==> config.mk <==
export PLATFORM = sky130hd
export DESIGN_NAME = predriver_supply_control
export DESIGN_NICKNAME = d
export VERILOG_FILES = /design/src/verilog/predriver_supply_pkg.sv /design/src/verilog/rail_recovery_filter.sv /design/src/verilog/event_capture.sv /design/src/verilog/predriver_supply_control.sv
export VERILOG_INCLUDE_DIRS = /design/src /design/src/verilog
export SDC_FILE = /design/constraint.sdc
export NUM_CORES = 1
export LEC_CHECK = 0
export BUFFER_PORTS_ARGS = -buffer_cell sky130_fd_sc_hd__buf_2
export CAP_MARGIN = 10
export CORE_MARGIN = 4
export CORE_UTILIZATION = 49
export DETAILED_ROUTE_END_ITERATION = 12
export PLACE_DENSITY_LB_ADDON = 0.25
export SETUP_SLACK_MARGIN = 0.4
export SYNTH_ARGS = -nofsm -noshare
export SYNTH_HDL_FRONTEND = slang
export SYNTH_SLANG_ARGS = --single-unit
==> constraint.sdc <==
create_clock -name aclk -period 2.5 [get_ports aclk]
set_clock_uncertainty 0.05 [all_clocks]
set_input_delay 0.5 -clock aclk [delete_from_list [all_inputs] [get_ports aclk]]
set_output_delay 0.5 -clock aclk [all_outputs]
set_load 0.005 [all_outputs]
==> src/verilog/predriver_supply_regs.svh <==
// register offsets, fields, reset values and timing counts
// assumes a 200 MHz system clock
`ifndef PREDRIVER_SUPPLY_REGS_SVH
`define PREDRIVER_SUPPLY_REGS_SVH

// printed offsets are register indices; byte address is four times the index
`define CONFIG_INDEX 12'h1C5
`define STATUS_INDEX 12'h1D2
`define IRQ_STATUS_INDEX 12'h1E0
`define IRQ_MASK_INDEX 12'h1E1
`define CONFIG_ADDR 14'h0714
`define STATUS_ADDR 14'h0748
`define IRQ_STATUS_ADDR 14'h0780
`define IRQ_MASK_ADDR 14'h0784

// driver_configuration fields
`define CFG_EXT_SUPPLY_BIT 0
`define CFG_RAIL_IRQ_EN_BIT 1
`define CFG_LOGIC_IRQ_EN_BIT 2
`define CFG_RESET 16'h0001

// driver_supply_status fields
`define STS_RAIL_UV_BIT 0
`define STS_LOGIC_UV_BIT 1
`define STS_DRIVERS_OFF_BIT 2
`define STS_REG_ON_BIT 3
`define STS_RAIL_NOW_BIT 4

// event bits for irq status and mask
`define EVT_RAIL_UV 0
`define EVT_LOGIC_UV 1
`define EVT_RECOVER 2
`define EVT_COUNT 3
`define MASK_RESET 3'h0

// recovery filter, typical 1.3 us, in nanoseconds
`define FILTER_TIME_NS 1300
`define CLOCK_PERIOD_NS 5
`define FILTER_CYCLES (`FILTER_TIME_NS / `CLOCK_PERIOD_NS)

`endif

==> src/verilog/predriver_supply_pkg.sv <==
// types shared by the supply control block
// assumes the register header is included by the user files
package predriver_supply_pkg;

  typedef enum logic [1:0] {
    rail_down_type_e = 2'b00,
    rail_filter_type_e = 2'b01,
    rail_up_type_e = 2'b10
  } rail_state_type;

  typedef struct packed {
    logic rail_undervoltage;
    logic logic_supply_undervoltage;
    logic battery_lockout_clear;
    logic power_on_reset_n;
    logic external_reset_pin_n;
  } supply_inputs_type;

  typedef struct packed {
    logic regulator_enable;
    logic regulator_off_request;
    logic drivers_enable;
  } supply_outputs_type;

endpackage

==> src/verilog/rail_recovery_filter.sv <==
// anti-glitch recovery filter for the pre-driver rail
// assumes a synchronous comparator input
`include "predriver_supply_regs.svh"
module rail_recovery_filter
  import predriver_supply_pkg::*;
(
  // clock and reset
  input wire logic aclk,
  input wire logic aresetn,
  input wire logic clock_enable,
  // comparator and result
  input wire logic rail_undervoltage,
  output logic rail_good
);

  rail_state_type state;
  logic [8:0] count;

  always_ff @(posedge aclk) begin
    if (!aresetn) begin
      state <= rail_down_type_e;
      count <= 9'h000;
      rail_good <= 1'b0;
    end else if (clock_enable) begin
      unique case (state)
        rail_down_type_e: begin
          count <= 9'h000;
          rail_good <= 1'b0;
          if (!rail_undervoltage) begin
            state <= rail_filter_type_e;
          end
        end
        rail_filter_type_e: begin
          if (rail_undervoltage) begin
            state <= rail_down_type_e;
            count <= 9'h000;
          end else if (count == 9'(`FILTER_CYCLES - 1)) begin
            state <= rail_up_type_e;
            rail_good <= 1'b1;
          end else begin
            count <= count + 9'h001;
          end
        end
        rail_up_type_e: begin
          if (rail_undervoltage) begin
            state <= rail_down_type_e;
            rail_good <= 1'b0;
          end
        end
        default: begin
          state <= rail_down_type_e;
          rail_good <= 1'b0;
        end
      endcase
    end
  end

endmodule // rail_recovery_filter

==> src/verilog/event_capture.sv <==
// sticky event flags, write-one-to-clear, set wins over clear
// assumes events are single-cycle pulses or levels
`include "predriver_supply_regs.svh"
module event_capture
  import predriver_supply_pkg::*;
(
  // clock and reset
  input wire logic aclk,
  input wire logic aresetn,
  input wire logic clock_enable,
  // events and clears
  input wire logic [`EVT_COUNT-1:0] event_set,
  input wire logic [`EVT_COUNT-1:0] event_clear,
  output logic [`EVT_COUNT-1:0] event_flag
);

  genvar i;
  generate
    for (i = 0; i < `EVT_COUNT; i = i + 1) begin : g_flag
      always_ff @(posedge aclk) begin
        if (!aresetn) begin
          event_flag[i] <= 1'b0;
        end else if (clock_enable) begin
          if (event_set[i]) begin
            event_flag[i] <= 1'b1;
          end else if (event_clear[i]) begin
            event_flag[i] <= 1'b0;
          end
        end
      end
    end
  endgenerate

endmodule // event_capture

==> src/verilog/predriver_supply_control.sv <==
// pre-driver supply control: regulator gating, rail supervision, registers
// assumes synchronous comparator and pin inputs, AXI4-Lite master outside
//
// Implementation choice: the AXI4-Lite slave port.
`include "predriver_supply_regs.svh"
module predriver_supply_control
  import predriver_supply_pkg::*;
(
  // clock and reset
  input wire logic aclk,
  input wire logic aresetn,
  input wire logic clock_enable,
  // supply monitors and pins
  input wire supply_inputs_type supply_in,
  // regulator and driver controls
  output supply_outputs_type supply_out,
  output logic host_interrupt_n,
  // axi write address
  input wire logic [13:0] s_axi_awaddr,
  input wire logic s_axi_awvalid,
  output logic s_axi_awready,
  // axi write data
  input wire logic [31:0] s_axi_wdata,
  input wire logic [3:0] s_axi_wstrb,
  input wire logic s_axi_wvalid,
  output logic s_axi_wready,
  // axi write response
  output logic [1:0] s_axi_bresp,
  output logic s_axi_bvalid,
  input wire logic s_axi_bready,
  // axi read address
  input wire logic [13:0] s_axi_araddr,
  input wire logic s_axi_arvalid,
  output logic s_axi_arready,
  // axi read data
  output logic [31:0] s_axi_rdata,
  output logic [1:0] s_axi_rresp,
  output logic s_axi_rvalid,
  input wire logic s_axi_rready
);

  logic [15:0] config_reg;
  logic [`EVT_COUNT-1:0] irq_mask;
  logic [`EVT_COUNT-1:0] event_flag;
  logic [`EVT_COUNT-1:0] event_set;
  logic [`EVT_COUNT-1:0] event_clear;
  logic [13:0] aw_addr;
  logic aw_held;
  logic [31:0] w_data;
  logic [3:0] w_strb;
  logic w_held;
  logic rail_good;
  logic rail_uv_last;
  logic logic_uv_last;
  logic drivers_last;
  logic rail_flag;
  logic logic_flag;
  logic regulator_on;
  logic drivers_on;
  logic write_go;
  logic read_go;
  logic status_read;
  logic [31:0] next_rdata;
  logic [1:0] next_rresp;
  logic write_ok;

  // recovery filter
  rail_recovery_filter u_filter (
    .aclk(aclk),
    .aresetn(aresetn),
    .clock_enable(clock_enable),
    .rail_undervoltage(supply_in.rail_undervoltage),
    .rail_good(rail_good)
  );

  // regulator gating
  always_comb begin
    regulator_on = supply_in.power_on_reset_n
      && supply_in.battery_lockout_clear
      && !supply_in.logic_supply_undervoltage
      && supply_in.external_reset_pin_n
      && !config_reg[`CFG_EXT_SUPPLY_BIT]
      && aresetn;
  end

  // driver enable, same path for internal or external rail
  always_comb begin
    drivers_on = rail_good
      && !supply_in.rail_undervoltage
      && !supply_in.logic_supply_undervoltage;
  end

  always_comb begin
    supply_out.regulator_enable = regulator_on;
    supply_out.regulator_off_request = config_reg[`CFG_EXT_SUPPLY_BIT];
    supply_out.drivers_enable = drivers_on;
  end

  // edge history
  always_ff @(posedge aclk) begin
    if (!aresetn) begin
      rail_uv_last <= 1'b0;
      logic_uv_last <= 1'b0;
      drivers_last <= 1'b0;
    end else if (clock_enable) begin
      rail_uv_last <= supply_in.rail_undervoltage;
      logic_uv_last <= supply_in.logic_supply_undervoltage;
      drivers_last <= drivers_on;
    end
  end

  // status flags, set wins, cleared by reading status
  always_ff @(posedge aclk) begin
    if (!aresetn) begin
      rail_flag <= 1'b0;
      logic_flag <= 1'b0;
    end else if (clock_enable) begin
      if (supply_in.rail_undervoltage) begin
        rail_flag <= 1'b1;
      end else if (status_read) begin
        rail_flag <= 1'b0;
      end
      if (supply_in.logic_supply_undervoltage) begin
        logic_flag <= 1'b1;
      end else if (status_read) begin
        logic_flag <= 1'b0;
      end
    end
  end

  // interrupt events
  always_comb begin
    event_set = '0;
    event_set[`EVT_RAIL_UV] = supply_in.rail_undervoltage && !rail_uv_last;
    event_set[`EVT_LOGIC_UV] = supply_in.logic_supply_undervoltage && !logic_uv_last;
    event_set[`EVT_RECOVER] = drivers_on && !drivers_last;
  end

  event_capture u_events (
    .aclk(aclk),
    .aresetn(aresetn),
    .clock_enable(clock_enable),
    .event_set(event_set),
    .event_clear(event_clear),
    .event_flag(event_flag)
  );

  // active-low host interrupt, immediate on rail undervoltage
  always_comb begin
    host_interrupt_n = !(
      (config_reg[`CFG_RAIL_IRQ_EN_BIT] && supply_in.rail_undervoltage)
      || (config_reg[`CFG_LOGIC_IRQ_EN_BIT] && supply_in.logic_supply_undervoltage)
      || |(event_flag & irq_mask));
  end

  // axi write channel capture
  always_comb begin
    s_axi_awready = !aw_held && !s_axi_bvalid;
    s_axi_wready = !w_held && !s_axi_bvalid;
    write_go = aw_held && w_held && !s_axi_bvalid;
    write_ok = (aw_addr == `CONFIG_ADDR) || (aw_addr == `IRQ_STATUS_ADDR)
      || (aw_addr == `IRQ_MASK_ADDR) || (aw_addr == `STATUS_ADDR);
  end

  always_ff @(posedge aclk) begin
    if (!aresetn) begin
      aw_held <= 1'b0;
      aw_addr <= 14'h0000;
    end else if (clock_enable) begin
      if (s_axi_awvalid && s_axi_awready) begin
        aw_held <= 1'b1;
        aw_addr <= s_axi_awaddr;
      end else if (write_go) begin
        aw_held <= 1'b0;
      end
    end
  end

  always_ff @(posedge aclk) begin
    if (!aresetn) begin
      w_held <= 1'b0;
      w_data <= 32'h00000000;
      w_strb <= 4'h0;
    end else if (clock_enable) begin
      if (s_axi_wvalid && s_axi_wready) begin
        w_held <= 1'b1;
        w_data <= s_axi_wdata;
        w_strb <= s_axi_wstrb;
      end else if (write_go) begin
        w_held <= 1'b0;
      end
    end
  end

  // write response
  always_ff @(posedge aclk) begin
    if (!aresetn) begin
      s_axi_bvalid <= 1'b0;
      s_axi_bresp <= 2'h0;
    end else if (clock_enable) begin
      if (write_go) begin
        s_axi_bvalid <= 1'b1;
        s_axi_bresp <= write_ok ? 2'h0 : 2'h2;
      end else if (s_axi_bready) begin
        s_axi_bvalid <= 1'b0;
      end
    end
  end

  // configuration register
  always_ff @(posedge aclk) begin
    if (!aresetn) begin
      config_reg <= `CFG_RESET;
    end else if (clock_enable && write_go && aw_addr == `CONFIG_ADDR) begin
      if (w_strb[0]) begin
        config_reg[7:0] <= w_data[7:0];
      end
      if (w_strb[1]) begin
        config_reg[15:8] <= w_data[15:8];
      end
    end
  end

  // interrupt mask register
  always_ff @(posedge aclk) begin
    if (!aresetn) begin
      irq_mask <= `MASK_RESET;
    end else if (clock_enable && write_go && aw_addr == `IRQ_MASK_ADDR && w_strb[0]) begin
      irq_mask <= w_data[`EVT_COUNT-1:0];
    end
  end

  // write one to clear
  always_comb begin
    event_clear = '0;
    if (write_go && aw_addr == `IRQ_STATUS_ADDR && w_strb[0]) begin
      event_clear = w_data[`EVT_COUNT-1:0];
    end
  end

  // read channel
  always_comb begin
    s_axi_arready = !s_axi_rvalid;
    read_go = s_axi_arvalid && s_axi_arready;
    status_read = read_go && s_axi_araddr == `STATUS_ADDR;
    next_rdata = 32'h00000000;
    next_rresp = 2'h0;
    unique case (s_axi_araddr)
      `CONFIG_ADDR: next_rdata[15:0] = config_reg;
      `STATUS_ADDR: begin
        next_rdata[`STS_RAIL_UV_BIT] = rail_flag;
        next_rdata[`STS_LOGIC_UV_BIT] = logic_flag;
        next_rdata[`STS_DRIVERS_OFF_BIT] = !drivers_on;
        next_rdata[`STS_REG_ON_BIT] = regulator_on;
        next_rdata[`STS_RAIL_NOW_BIT] = supply_in.rail_undervoltage;
      end
      `IRQ_STATUS_ADDR: next_rdata[`EVT_COUNT-1:0] = event_flag;
      `IRQ_MASK_ADDR: next_rdata[`EVT_COUNT-1:0] = irq_mask;
      default: next_rresp = 2'h2;
    endcase
  end

  always_ff @(posedge aclk) begin
    if (!aresetn) begin
      s_axi_rvalid <= 1'b0;
      s_axi_rdata <= 32'h00000000;
      s_axi_rresp <= 2'h0;
    end else if (clock_enable) begin
      if (read_go) begin
        s_axi_rvalid <= 1'b1;
        s_axi_rdata <= next_rdata;
        s_axi_rresp <= next_rresp;
      end else if (s_axi_rready) begin
        s_axi_rvalid <= 1'b0;
      end
    end
  end

endmodule // predriver_supply_control

# Yosys cells after proc, flatten, opt, wreduce, memory -nomap -nowiden
# Index checks and enable logic that the tools add are counted.
[totals] wordCells=151 rom_bits=0 inputBits=77 memories=0 latchBits=0 register_bits=95 ram_bits=0
[classes] n_shift=0 n_div=0 reduce_logical=74 multipliers=0 bitwise=1 n_eq_ne=17 n_mux=34 n_addsub=1 n_lt_le_gt_ge=0
[ops] cell="14-bit by 11-bit equality test with 1-bit output (second input constant)" n=8
[ops] cell="2-bit AND reduction" n=15
[ops] cell="1-bit logical AND" n=26
[ops] cell="2-bit nonzero test" n=10
[ops] cell="1-bit two-way mux" n=19
[ops] cell="9-bit two-way mux" n=2
[ops] cell="9-bit case mux with 2 select lines" n=1
[ops] cell="1-bit zero test" n=12
[ops] cell="2-bit two-way mux" n=6
[ops] cell="3-bit case mux with 4 select lines" n=1
[ops] cell="11-bit two-way mux" n=1
[ops] cell="9-bit by 1-bit adder with 9-bit output (second input constant)" n=1
[ops] cell="9-bit equality test (second input constant)" n=1
[ops] cell="4-bit AND reduction" n=2
[ops] cell="2-bit inequality test (second input constant)" n=3
[ops] cell="2-bit case mux with 3 select lines" n=1
[ops] cell="1-bit logical OR" n=5
[ops] cell="2-bit case mux with 2 select lines" n=1
[ops] cell="4-bit OR reduction" n=1
[ops] cell="3-bit bitwise AND" n=1
[ops] cell="3-bit two-way mux" n=1
[ops] cell="3-bit by 2-bit inequality test with 1-bit output (second input constant)" n=1
[ops] cell="3-bit inequality test (second input constant)" n=1
[ops] cell="3-bit AND reduction" n=1
[ops] cell="other kinds (6)" n=6

# Depth between registers and ports, before layout
# Gate-level depths: netlist of the first run.
[logic_depth] word_depth=7 depth_mapped=7 depth_no_buf=5

# Hierarchy
# Synthesis of the first run repeated with hierarchy kept, for this count alone.
[hier_totals] hier_cells=527 hier_area_um2=4349.2
[modules_own_cells] mod="predriver_supply_control" cells_per_inst=439 n_inst=1 seq_area_each_um2=1561.5 area_each_um2=3578.4
[modules_own_cells] mod="rail_recovery_filter" cells_per_inst=76 n_inst=1 seq_area_each_um2=240.2 area_each_um2=654.4
[modules_own_cells] mod="event_capture" cells_per_inst=12 n_inst=1 seq_area_each_um2=60.1 area_each_um2=116.4

# Worst setup path after synthesis of the first run
# No wires, ideal clock.
[synth_path] kind="input -> register" start="in s_axi_araddr[3]" end="reg s_axi_rdata[10]" stages=6 t_required_ns=2.379 arrival_time_ns=1.708 slack_ns=0.671 cell_sequence="or3_1 > buf_6 > nor4_4 > buf_6 > nand3_1 > a21oi_1"
[synth_via] elab_chain_len=2
[synth_rtl] item="start: declaration" line_no="predriver_supply_control.sv:32" rtl="input wire logic [13:0] s_axi_araddr,"
[synth_rtl] item="14-bit by 11-bit equality test with 1-bit output" line_no="predriver_supply_control.sv:248" rtl="unique case (s_axi_araddr)"
[synth_rtl] item="11-bit two-way mux" line_no="predriver_supply_control.sv:248"
[synth_rtl] item="end signal: assignment" line_no="predriver_supply_control.sv:271" rtl="s_axi_rdata <= next_rdata;"
[synth_rtl] item="end: declaration" line_no="predriver_supply_control.sv:36" rtl="output logic [31:0] s_axi_rdata,"
# Every way passes these cells.
# A chain may end at the register's enable or synchronous reset.

# Final worst setup path of the first run
[layout_path] start="in supply_in[4] (netlist name)" end="out host_interrupt_n"
[layout_via] elab_chain_len=4
[layout_rtl] item="start: declaration" line_no="predriver_supply_control.sv:14" rtl="input wire supply_inputs_type supply_in,"
[layout_rtl] item="1-bit logical AND" line_no="predriver_supply_control.sv:151" rtl="(config_reg[`CFG_RAIL_IRQ_EN_BIT] && supply_in.rail_undervoltage)"
[layout_rtl] item="1-bit logical OR (2 in series)" line_no="predriver_supply_control.sv:151"
[layout_rtl] item="1-bit zero test" line_no="predriver_supply_control.sv:150" rtl="host_interrupt_n = !("
[layout_rtl] item="end: declaration" line_no="predriver_supply_control.sv:17" rtl="output logic host_interrupt_n,"
# Every way passes these cells.

==> results by group, run 1 <==
Logic synthesis
  • Largest area contributor in the netlist: dfxtp_1
  • Yosys cell types: 56
  • EDFF count, synth: 0
  • Top_reg_cell synth: dfxtp_1
  • Synthesized cell area: 4160 um^2
  • Top cells by area, synth: dfxtp_1 (45%), a21oi_1 (8.5%), nand2_1 (8.3%), nand3_1 (3.9%), buf_4 (3.8%)
  • Avg Cell Area, Syn: 8.25 um^2
  • Syn Inst Count: 504
  • Seq cells post-synth: 93
  • Yosys top cell area share: 44.8%
  • Register area share after synthesis: 44.8%
  • Ys async rst share: 0%
  • YS warnings: 0

Min path
  • Hold Crit Class: in -> reg

Outcome
  • Run status: finished, final reports clean

Finish
  • Area Overhead vs Synth: 14.1%
  • # diodes: 0
  • Share of layout cells above drive strength 1: 21.8%
  • Fill cells: 816
  • Final instance area: 4750 um^2
  • Area used by multi-input combinational logic: 2020 um^2
  • Nets@finish: 656
  • Register area: 1860 um^2

Detailed routing
  • DRT iter0 DRCs: 162
  • DR pass1 iterations: 4
  • Via density: 5.40
  • Final WL: 9.64 mm
  • Drt wl/cell: 14.0 um
  • DRC Markers: 0
  • Antenna viol nets, final: 0
  • Via count: 3,717

STA
  • Slew HR: 59.6%
  • Final TNS setup: 0 ns
  • Tmin final: 1.98 ns
  • Worst-Margin Slew: 0.606 ns
  • Setup WS post-layout: 0.522 ns
  • Final setup viols: 0
  • Final hold slack: 0.326 ns
  • RSZ-0062 raised after global routing: false
  • Highest clock rate: 506 MHz
  • Endpoints failing hold: 0
  • Slew Viols, Final: 0
  • Final Cycle Share: 79.1%

Critical path
  • CP max stage delay: 0.34 ns
  • Crit path DAT: 1.43 ns
  • Crit-path max FO: 8
  • Crit Path Class: in -> out
  • RR Endpoint: config_reg[3]$_SDFFE_PN0P_
  • CP delay by family, top: compound AO/OA/AOI/OAI gates
  • Setup crit end kind: primary output
  • Worst setup startpoint: supply_in[4]
  • Slowest cell on the critical path: a222oi_1
  • Crit start category: primary input
  • Worst r2r path cells: 4
  • Critical path cell sequence: buf_2 -> a222oi_1 -> inv_1 -> a221oi_2 -> buf_2
  • Critical path depth: 5
  • Critical path endpoint: host_interrupt_n
  • Worst path bufs/invs: 3
  • WP data required: 1.95 ns
  • R2r startpoint: aw_addr[8]$_SDFFE_PN0P_
  • R2R Setup Slk: 0.74 ns
  • Most used cell, CP: buf_2

Clocking
  • Clk pin slew, worst setup/hold paths: 0.10 ns
  • CTS resizes: 0
  • Clk sinks: 93
  • Hold-fix buffers at CTS: 0
  • Total CTS buffers: 9
  • Clk Latency, worst-skew pair: 0.35 ns
  • CTS H-tree lvls: 3
  • Clk buf depth: 2
  • Post CTS Setup Buffer Count: 0
  • CTS tree: built
  • Root buffer cell: clkbuf_8

Global route
  • Global route overflow: 0
  • Met2 Usage GRT: 30.6%
  • Largest net degree at the start of global routing: 61
  • Vias in the first global route: 3,462
  • Antenna violations before repair: 0
  • GRT Overall Usage: 19.3%
  • Met1 GRT Util: 26.7%
  • GRT met3 Usage: 3.06%
  • First-pass GRT wire length: 16.0 mm
  • Busiest grt layer: met2

Run
  • Maxcap violations: 0

Die
  • Core Region: 8220 um^2
  • Chip width: 100 um
  • FP Rows: 33
  • Die height: 100 um
  • Full die area: 10,000 um^2
  • Initial Util: 50.6%
  • I/O pins: 122

Placement
  • Pre-CTS setup slack: 0.441 ns
  • Final HPWL DP: 7.09 mm
  • Placed Instance Area: 4560 um^2
  • Port Buffers: 85
  • Gpl congestion: 0.770

Power
  • Design Power: 0.00271 W
  • Max VDD drop: 0.327 mV
  • Pleak: 1.87 nW
  • Power Dens Cells: 572 nW/um^2
-- worst min path at each step --
stage | from | end | slack (ns) | cells past startpoint
finish | s_axi_wdata[12] | w_data[12]$_SDFFE_PN0P_ | 0.33 | 3
global route | s_axi_awaddr[13] | aw_addr[13]$_SDFFE_PN0P_ | 0.31 | 3
detailed placement | s_axi_rdata[10]$_SDFFE_PN0P_ | s_axi_rdata[10]$_SDFFE_PN0P_ | 0.40 | 2
CTS | s_axi_wdata[12] | w_data[12]$_SDFFE_PN0P_ | 0.31 | 3
floorplan | u_filter.rail_good$_SDFFE_PN0P_ | u_filter.rail_good$_SDFFE_PN0P_ | 0.38 | 2
global placement | aw_addr[10]$_SDFFE_PN0P_ | aw_addr[10]$_SDFFE_PN0P_ | 0.39 | 2
-- placed cells by master, fill, tap and decap left out, types with 7 or more instances in the layout --
master     n
a21oi_1   71
buf_2     85
buf_4     12
clkbuf_8   9
conb_1    18
dfxtp_1   93
inv_1      9
mux2i_1    8
nand2_1   92
nand3_1   32
nand3b_1   8
nor2_1    19
nor2b_1    7
nor3_1     7
o21ai_0   25
-- routing by layer --
layer  up-vias  wire length [um]
li1       1873                 -
met1      1722              4420
met2       109              4530
met3        13               536
met4         0               155
met5         -                 0
-- worst reg2reg max path, stage by stage, from the launching register on --
cell and delay, ns:
dfxtp_1 0.36, nor3b_1 0.40, and4_1 0.56, nand3_1 0.16, a21oi_1 0.16
-- synth_stat cells, types with 2 or more instances --
cell	count
nand4_1	6
a21oi_2	2
a31o_2	3
nand2_1	92
buf_6	3
inv_1	9
buf_2	6
nor2_1	19
nor4_1	3
nand3_1	32
nor4b_1	2
and3_1	6
a211oi_1	5
xor2_1	4
nor2b_1	7
nor3b_1	3
nand2b_1	6
a31oi_1	2
nor3_1	7
and4b_1	2
nand3_2	2
nand3b_1	8
and2_1	2
dfxtp_1	93
and3b_1	4
mux2i_1	8
and4_1	2
a311oi_1	3
a221oi_1	3
a21oi_1	71
clkbuf_1	19
a32oi_1	2
buf_4	21
o21ai_0	25
-- cells by family (layout without fill, tap and decap cells) --
logic type / after synthesis / count (layout) / share of synthesized area [%]
AND/OR/NAND/NOR: 210 / 210 / 26.0
AO/OA/AOI/OAI: 125 / 125 / 17.5
flip-flops: 93 / 93 / 44.8
buffers and inverters: 61 / 123 / 8.37
multiplexers: 8 / 8 / 1.93
XOR/XNOR: 5 / 5 / 1.05
adder cells (fa/ha/maj): 1 / 1 / 0.301
other: 1 / 18 / 0.0902
-- power by group --
part	total [W]	leakage, nW	internal, W	switching (W)
logic	0.000233	1.03	0.0000946	0.000138
clock network	0.000932	0.0881	0.000376	0.000556
registers	0.00155	0.755	0.00152	0.0000276
-- metrics by stage --
stage,instances,utilization (%)
after floorplan,521,-
after global placement,672,55.5
after CTS,688,57.7
after detailed placement,672,55.5
final,688,57.8
after global routing,688,57.8
-- cell type report --
class | instances | share of cell area [%]
flip-flops and latches | 93 | 39.2
clock inverters | 7 | 1.21
repair buffers | 97 | 10.9
clock buffers | 9 | 2.61
inverters | 10 | 0.791
well taps | 105 | 2.77
multi-input cells | 367 | 42.5
Power figures use the tool's default switching activity.
==> run 2, diff against run 1 <==
Settings changed: ABC_AREA set to 1, CORE_UTILIZATION 49 to 46.
Clock period 2.5 ns to 1.75 ns, I/O delays scaled along.
==> results by group, run 2 <==
Outcome
  • Run status: finished, final reports clean

Critical path
  • Crit Path Class: reg -> out
  • Crit start category: flop
  • Setup crit end kind: primary output
  • Crit-path max FO: 2 (-6)
  • WP data required: 1.35 ns (-0.60 ns)
  • Crit path DAT: 1.18 ns (-0.25 ns)

STA
  • Slew Viols, Final: 0 (unchanged)
  • Endpoints failing hold: 0 (unchanged)
  • RSZ-0062 raised after global routing: true
  • Final TNS setup: 0 ns (unchanged)
  • Highest clock rate: 631 MHz
  • Final setup viols: 0 (unchanged)
  • Tmin final: 1.58 ns
  • Final hold slack: 0.173 ns (-0.154 ns)
  • Final Cycle Share: 90.5%

Die
  • I/O pins: 122 (unchanged)
  • FP Rows: 34 (+3.0%)
  • Chip width: 103 um (+2.5%)
  • Core Region: 8720 um^2 (+6.1%)
  • Full die area: 10,500 um^2 (+5.1%)
  • Initial Util: 47.2% (-3.4 points)
  • Die height: 103 um (+2.5%)

Logic synthesis
  • EDFF count, synth: 0 (unchanged)
  • Adder-Cell Fraction of Synth Area: 0.304% (+0.0027 points)
  • XOR/XNOR Fraction of Synth Area: 0.213% (-0.84 points)
  • Fraction of synthesized area in multiplexers: 0% (-1.9 points)
  • Syn Inst Count: 565 (+12%)
  • Compound-Gate Fraction of Synth Area: 18.2% (+0.68 points)
  • Top cells by area, synth: dfxtp_1 (45%), o21ai_0 (8.7%), nor2_1 (8.5%), nand2_1 (7.4%), a21oi_1 (6.8%)
  • Register area share after synthesis: 45.2% (+0.41 points)
  • Avg Cell Area, Syn: 7.29 um^2 (-12%)
  • Yosys top cell area share: 45.2% (+0.41 points)
  • Ys async rst share: 0% (unchanged)
  • Simple-gate share of the synthesized area: 24.9% (-1.1 points)
  • YS warnings: 0 (unchanged)
  • Synthesized cell area: 4120 um^2 (-0.90%)
  • Synth cell count leaders: dfxtp_1 (93), nor2_1 (93), nand2_1 (81), o21ai_0 (72), a21oi_1 (56)
  • Yosys cell types: 38 (-32%)
  • Top_reg_cell synth: dfxtp_1
  • Main combinational cell family by area after synthesis: simple AND/OR/NAND/NOR gates
  • Largest area contributor in the netlist: dfxtp_1
  • Seq cells post-synth: 93 (unchanged)

Detailed routing
  • Drt wl/cell: 13.6 um (-3.2%)
  • Final WL: 10.9 mm (+13%)
  • Via count: 4,105 (+10%)
  • Via density: 5.11 (-5.5%)
  • DRT iter0 DRCs: 211 (+30%)
  • DR pass1 iterations: 4 (unchanged)
  • Antenna viol nets, final: 0 (unchanged)
  • DRC Markers: 0 (unchanged)

Clocking
  • CTS tree: built
  • Clk pin slew, worst setup/hold paths: 0.09 ns (about the same)
  • Clk buf depth: 2 (unchanged)
  • Clk sinks: 93 (unchanged)
  • Total CTS buffers: 9 (unchanged)
  • CTS H-tree lvls: 3 (unchanged)
  • Hold-fix buffers at CTS: 0 (unchanged)
  • Root buffer cell: clkbuf_8
  • Clk Latency, worst-skew pair: 0.36 ns (about the same)

Placement
  • Final HPWL DP: 6.85 mm (-3.4%)
  • Port Buffers: 85 (unchanged)
  • Gpl congestion: 0.865 (+12%)

Finish
  • Commonest non-fill, non-tap cell in the layout: buf_2
  • Most frequent cells in the layout: buf_2 (83), dfxtp_1 (73), nor2_1 (69)
  • Area Overhead vs Synth: 36.3%
  • Share of layout cells above drive strength 1: 39.4% (+18 points)
  • # diodes: 0 (unchanged)
  • Fill cells: 734 (-10%)
  • Nets@finish: 769 (+17%)
  • Final Util: 64.4% (+6.7 points)

Power
  • P_sw: 0.00115 W (+59%)
  • Sequential share of power: 52.9% (-4.2 points)
  • Power Dens Cells: 764 nW/um^2 (+34%)
  • Design Power: 0.00429 W (+58%)
  • Clock share of power: 34.1% (-0.3 points)
  • Int Pwr: 0.00315 W (+58%)
  • Max VDD drop: 0.546 mV (+67%)
  • Pleak: 2.41 nW (+29%)
  • Switching share of power: 26.7% (+0.066 points)
  • Combinational share of power: 13.0% (+4.4 points)

Global route
  • GRT Overall Usage: 19.6% (+0.35 points)
  • Global route overflow: 0 (unchanged)
  • Largest net degree at the start of global routing: 64 (+4.9%)
  • Vias in the first global route: 3,752 (+8.4%)
  • Antenna violations before repair: 0 (unchanged)
  • First-pass GRT wire length: 16.6 mm (+3.9%)

Min path
  • Hold Crit Class: in -> reg

Run
  • Maxcap violations: 0 (unchanged)
==> run 2: final timing paths <==
kind                                       startpoint                                   to  slack, ns  depth (start not counted)
setup / recovery  u_events.event_flag[0]$_SDFFE_PN0P_                     host_interrupt_n       0.17                          4
hold / removal                        s_axi_wdata[11]              w_data[11]$_SDFFE_PN0P_       0.17                          3
setup reg to reg             aw_addr[12]$_SDFFE_PN0P_  u_events.event_flag[1]$_SDFFE_PN0P_       0.21                         10
hold reg to reg               aw_addr[8]$_SDFFE_PN0P_              aw_addr[8]$_SDFFE_PN0P_       0.41                          2
==> run 2: what timing repair did <==
| action | 4_1_cts | 5_1_grt |
|---|---|---|
| endpoints found under the setup margin | 69 | 82 |
| gates resized for setup | 83 | 89 |
| setup buffers | 27 | 4 |
| cloned | 2 | 5 |
| endpoints found under the hold margin | 0 | 0 |
| pin swaps | 22 | 27 |
==> run 2: layout make-up <==
cell class | instances | area, um^2 | area share, %
Multi-Input combinational cell | 399 | 2260 | 40.3
Timing Repair inverter | 1 | 5.00 | 0.0891
Inverter | 50 | 200 | 3.56
Clock inverter | 6 | 70.1 | 1.25
Tap cell | 108 | 135 | 2.41
Timing Repair Buffer | 137 | 911 | 16.2
Clock buffer | 10 | 138 | 2.45
Sequential cell | 93 | 1900 | 33.8
==> run 2: kinds of logic after synthesis <==
| kind of cell | after synthesis |
|---|---|
| AO/OA/AOI/OAI | 142 |
| XOR/XNOR | 1 |
| adder cells (fa/ha/maj) | 1 |
| buffers and inverters | 93 |
| flip-flops | 93 |
| other | 1 |
| AND/OR/NAND/NOR | 234 |
==> run 2: through the flow <==
| step | area (um^2) | std cells | worst slack, ns |
|---|---|---|---|
| finish | 5620 | 804 | 0.166 |
| global route | 5620 | 804 | 0.114 |
| CTS | 5330 | 795 | 0.148 |
| detailed placement | 4660 | 750 | 0.0961 |
| global placement | 4660 | 750 | 0.119 |
| floorplan | 4230 | 582 | 0.309 |
==> run 2: per-layer routing <==
metal  part of all wire [%]  up-vias  global-route usage (%)
met3                    5.4       20                    3.32
met4                    2.5        0                    7.87
met1                     42     1894                    23.3
met2                     50      109                    35.0
li1                       -     2082                       -
met5                      0        -                       0
==> run 2: worst max-delay path, stage by stage (launching register included) <==
cell	delay [ns]
dfxtp_2	0.34
nand2_2	0.06
nand3_2	0.08
a221oi_2	0.19
buf_2	0.16
==> run 2: power by group through the flow <==
stage          clock (W)  sequential, W  combinational, W
3_3_place_gp           0        0.00230          0.000411
4_1_cts          0.00149        0.00226          0.000484
6_report         0.00146        0.00227          0.000557
2_1_floorplan          0        0.00230          0.000286
3_5_place_dp           0        0.00231          0.000421
5_1_grt          0.00158        0.00228          0.000623
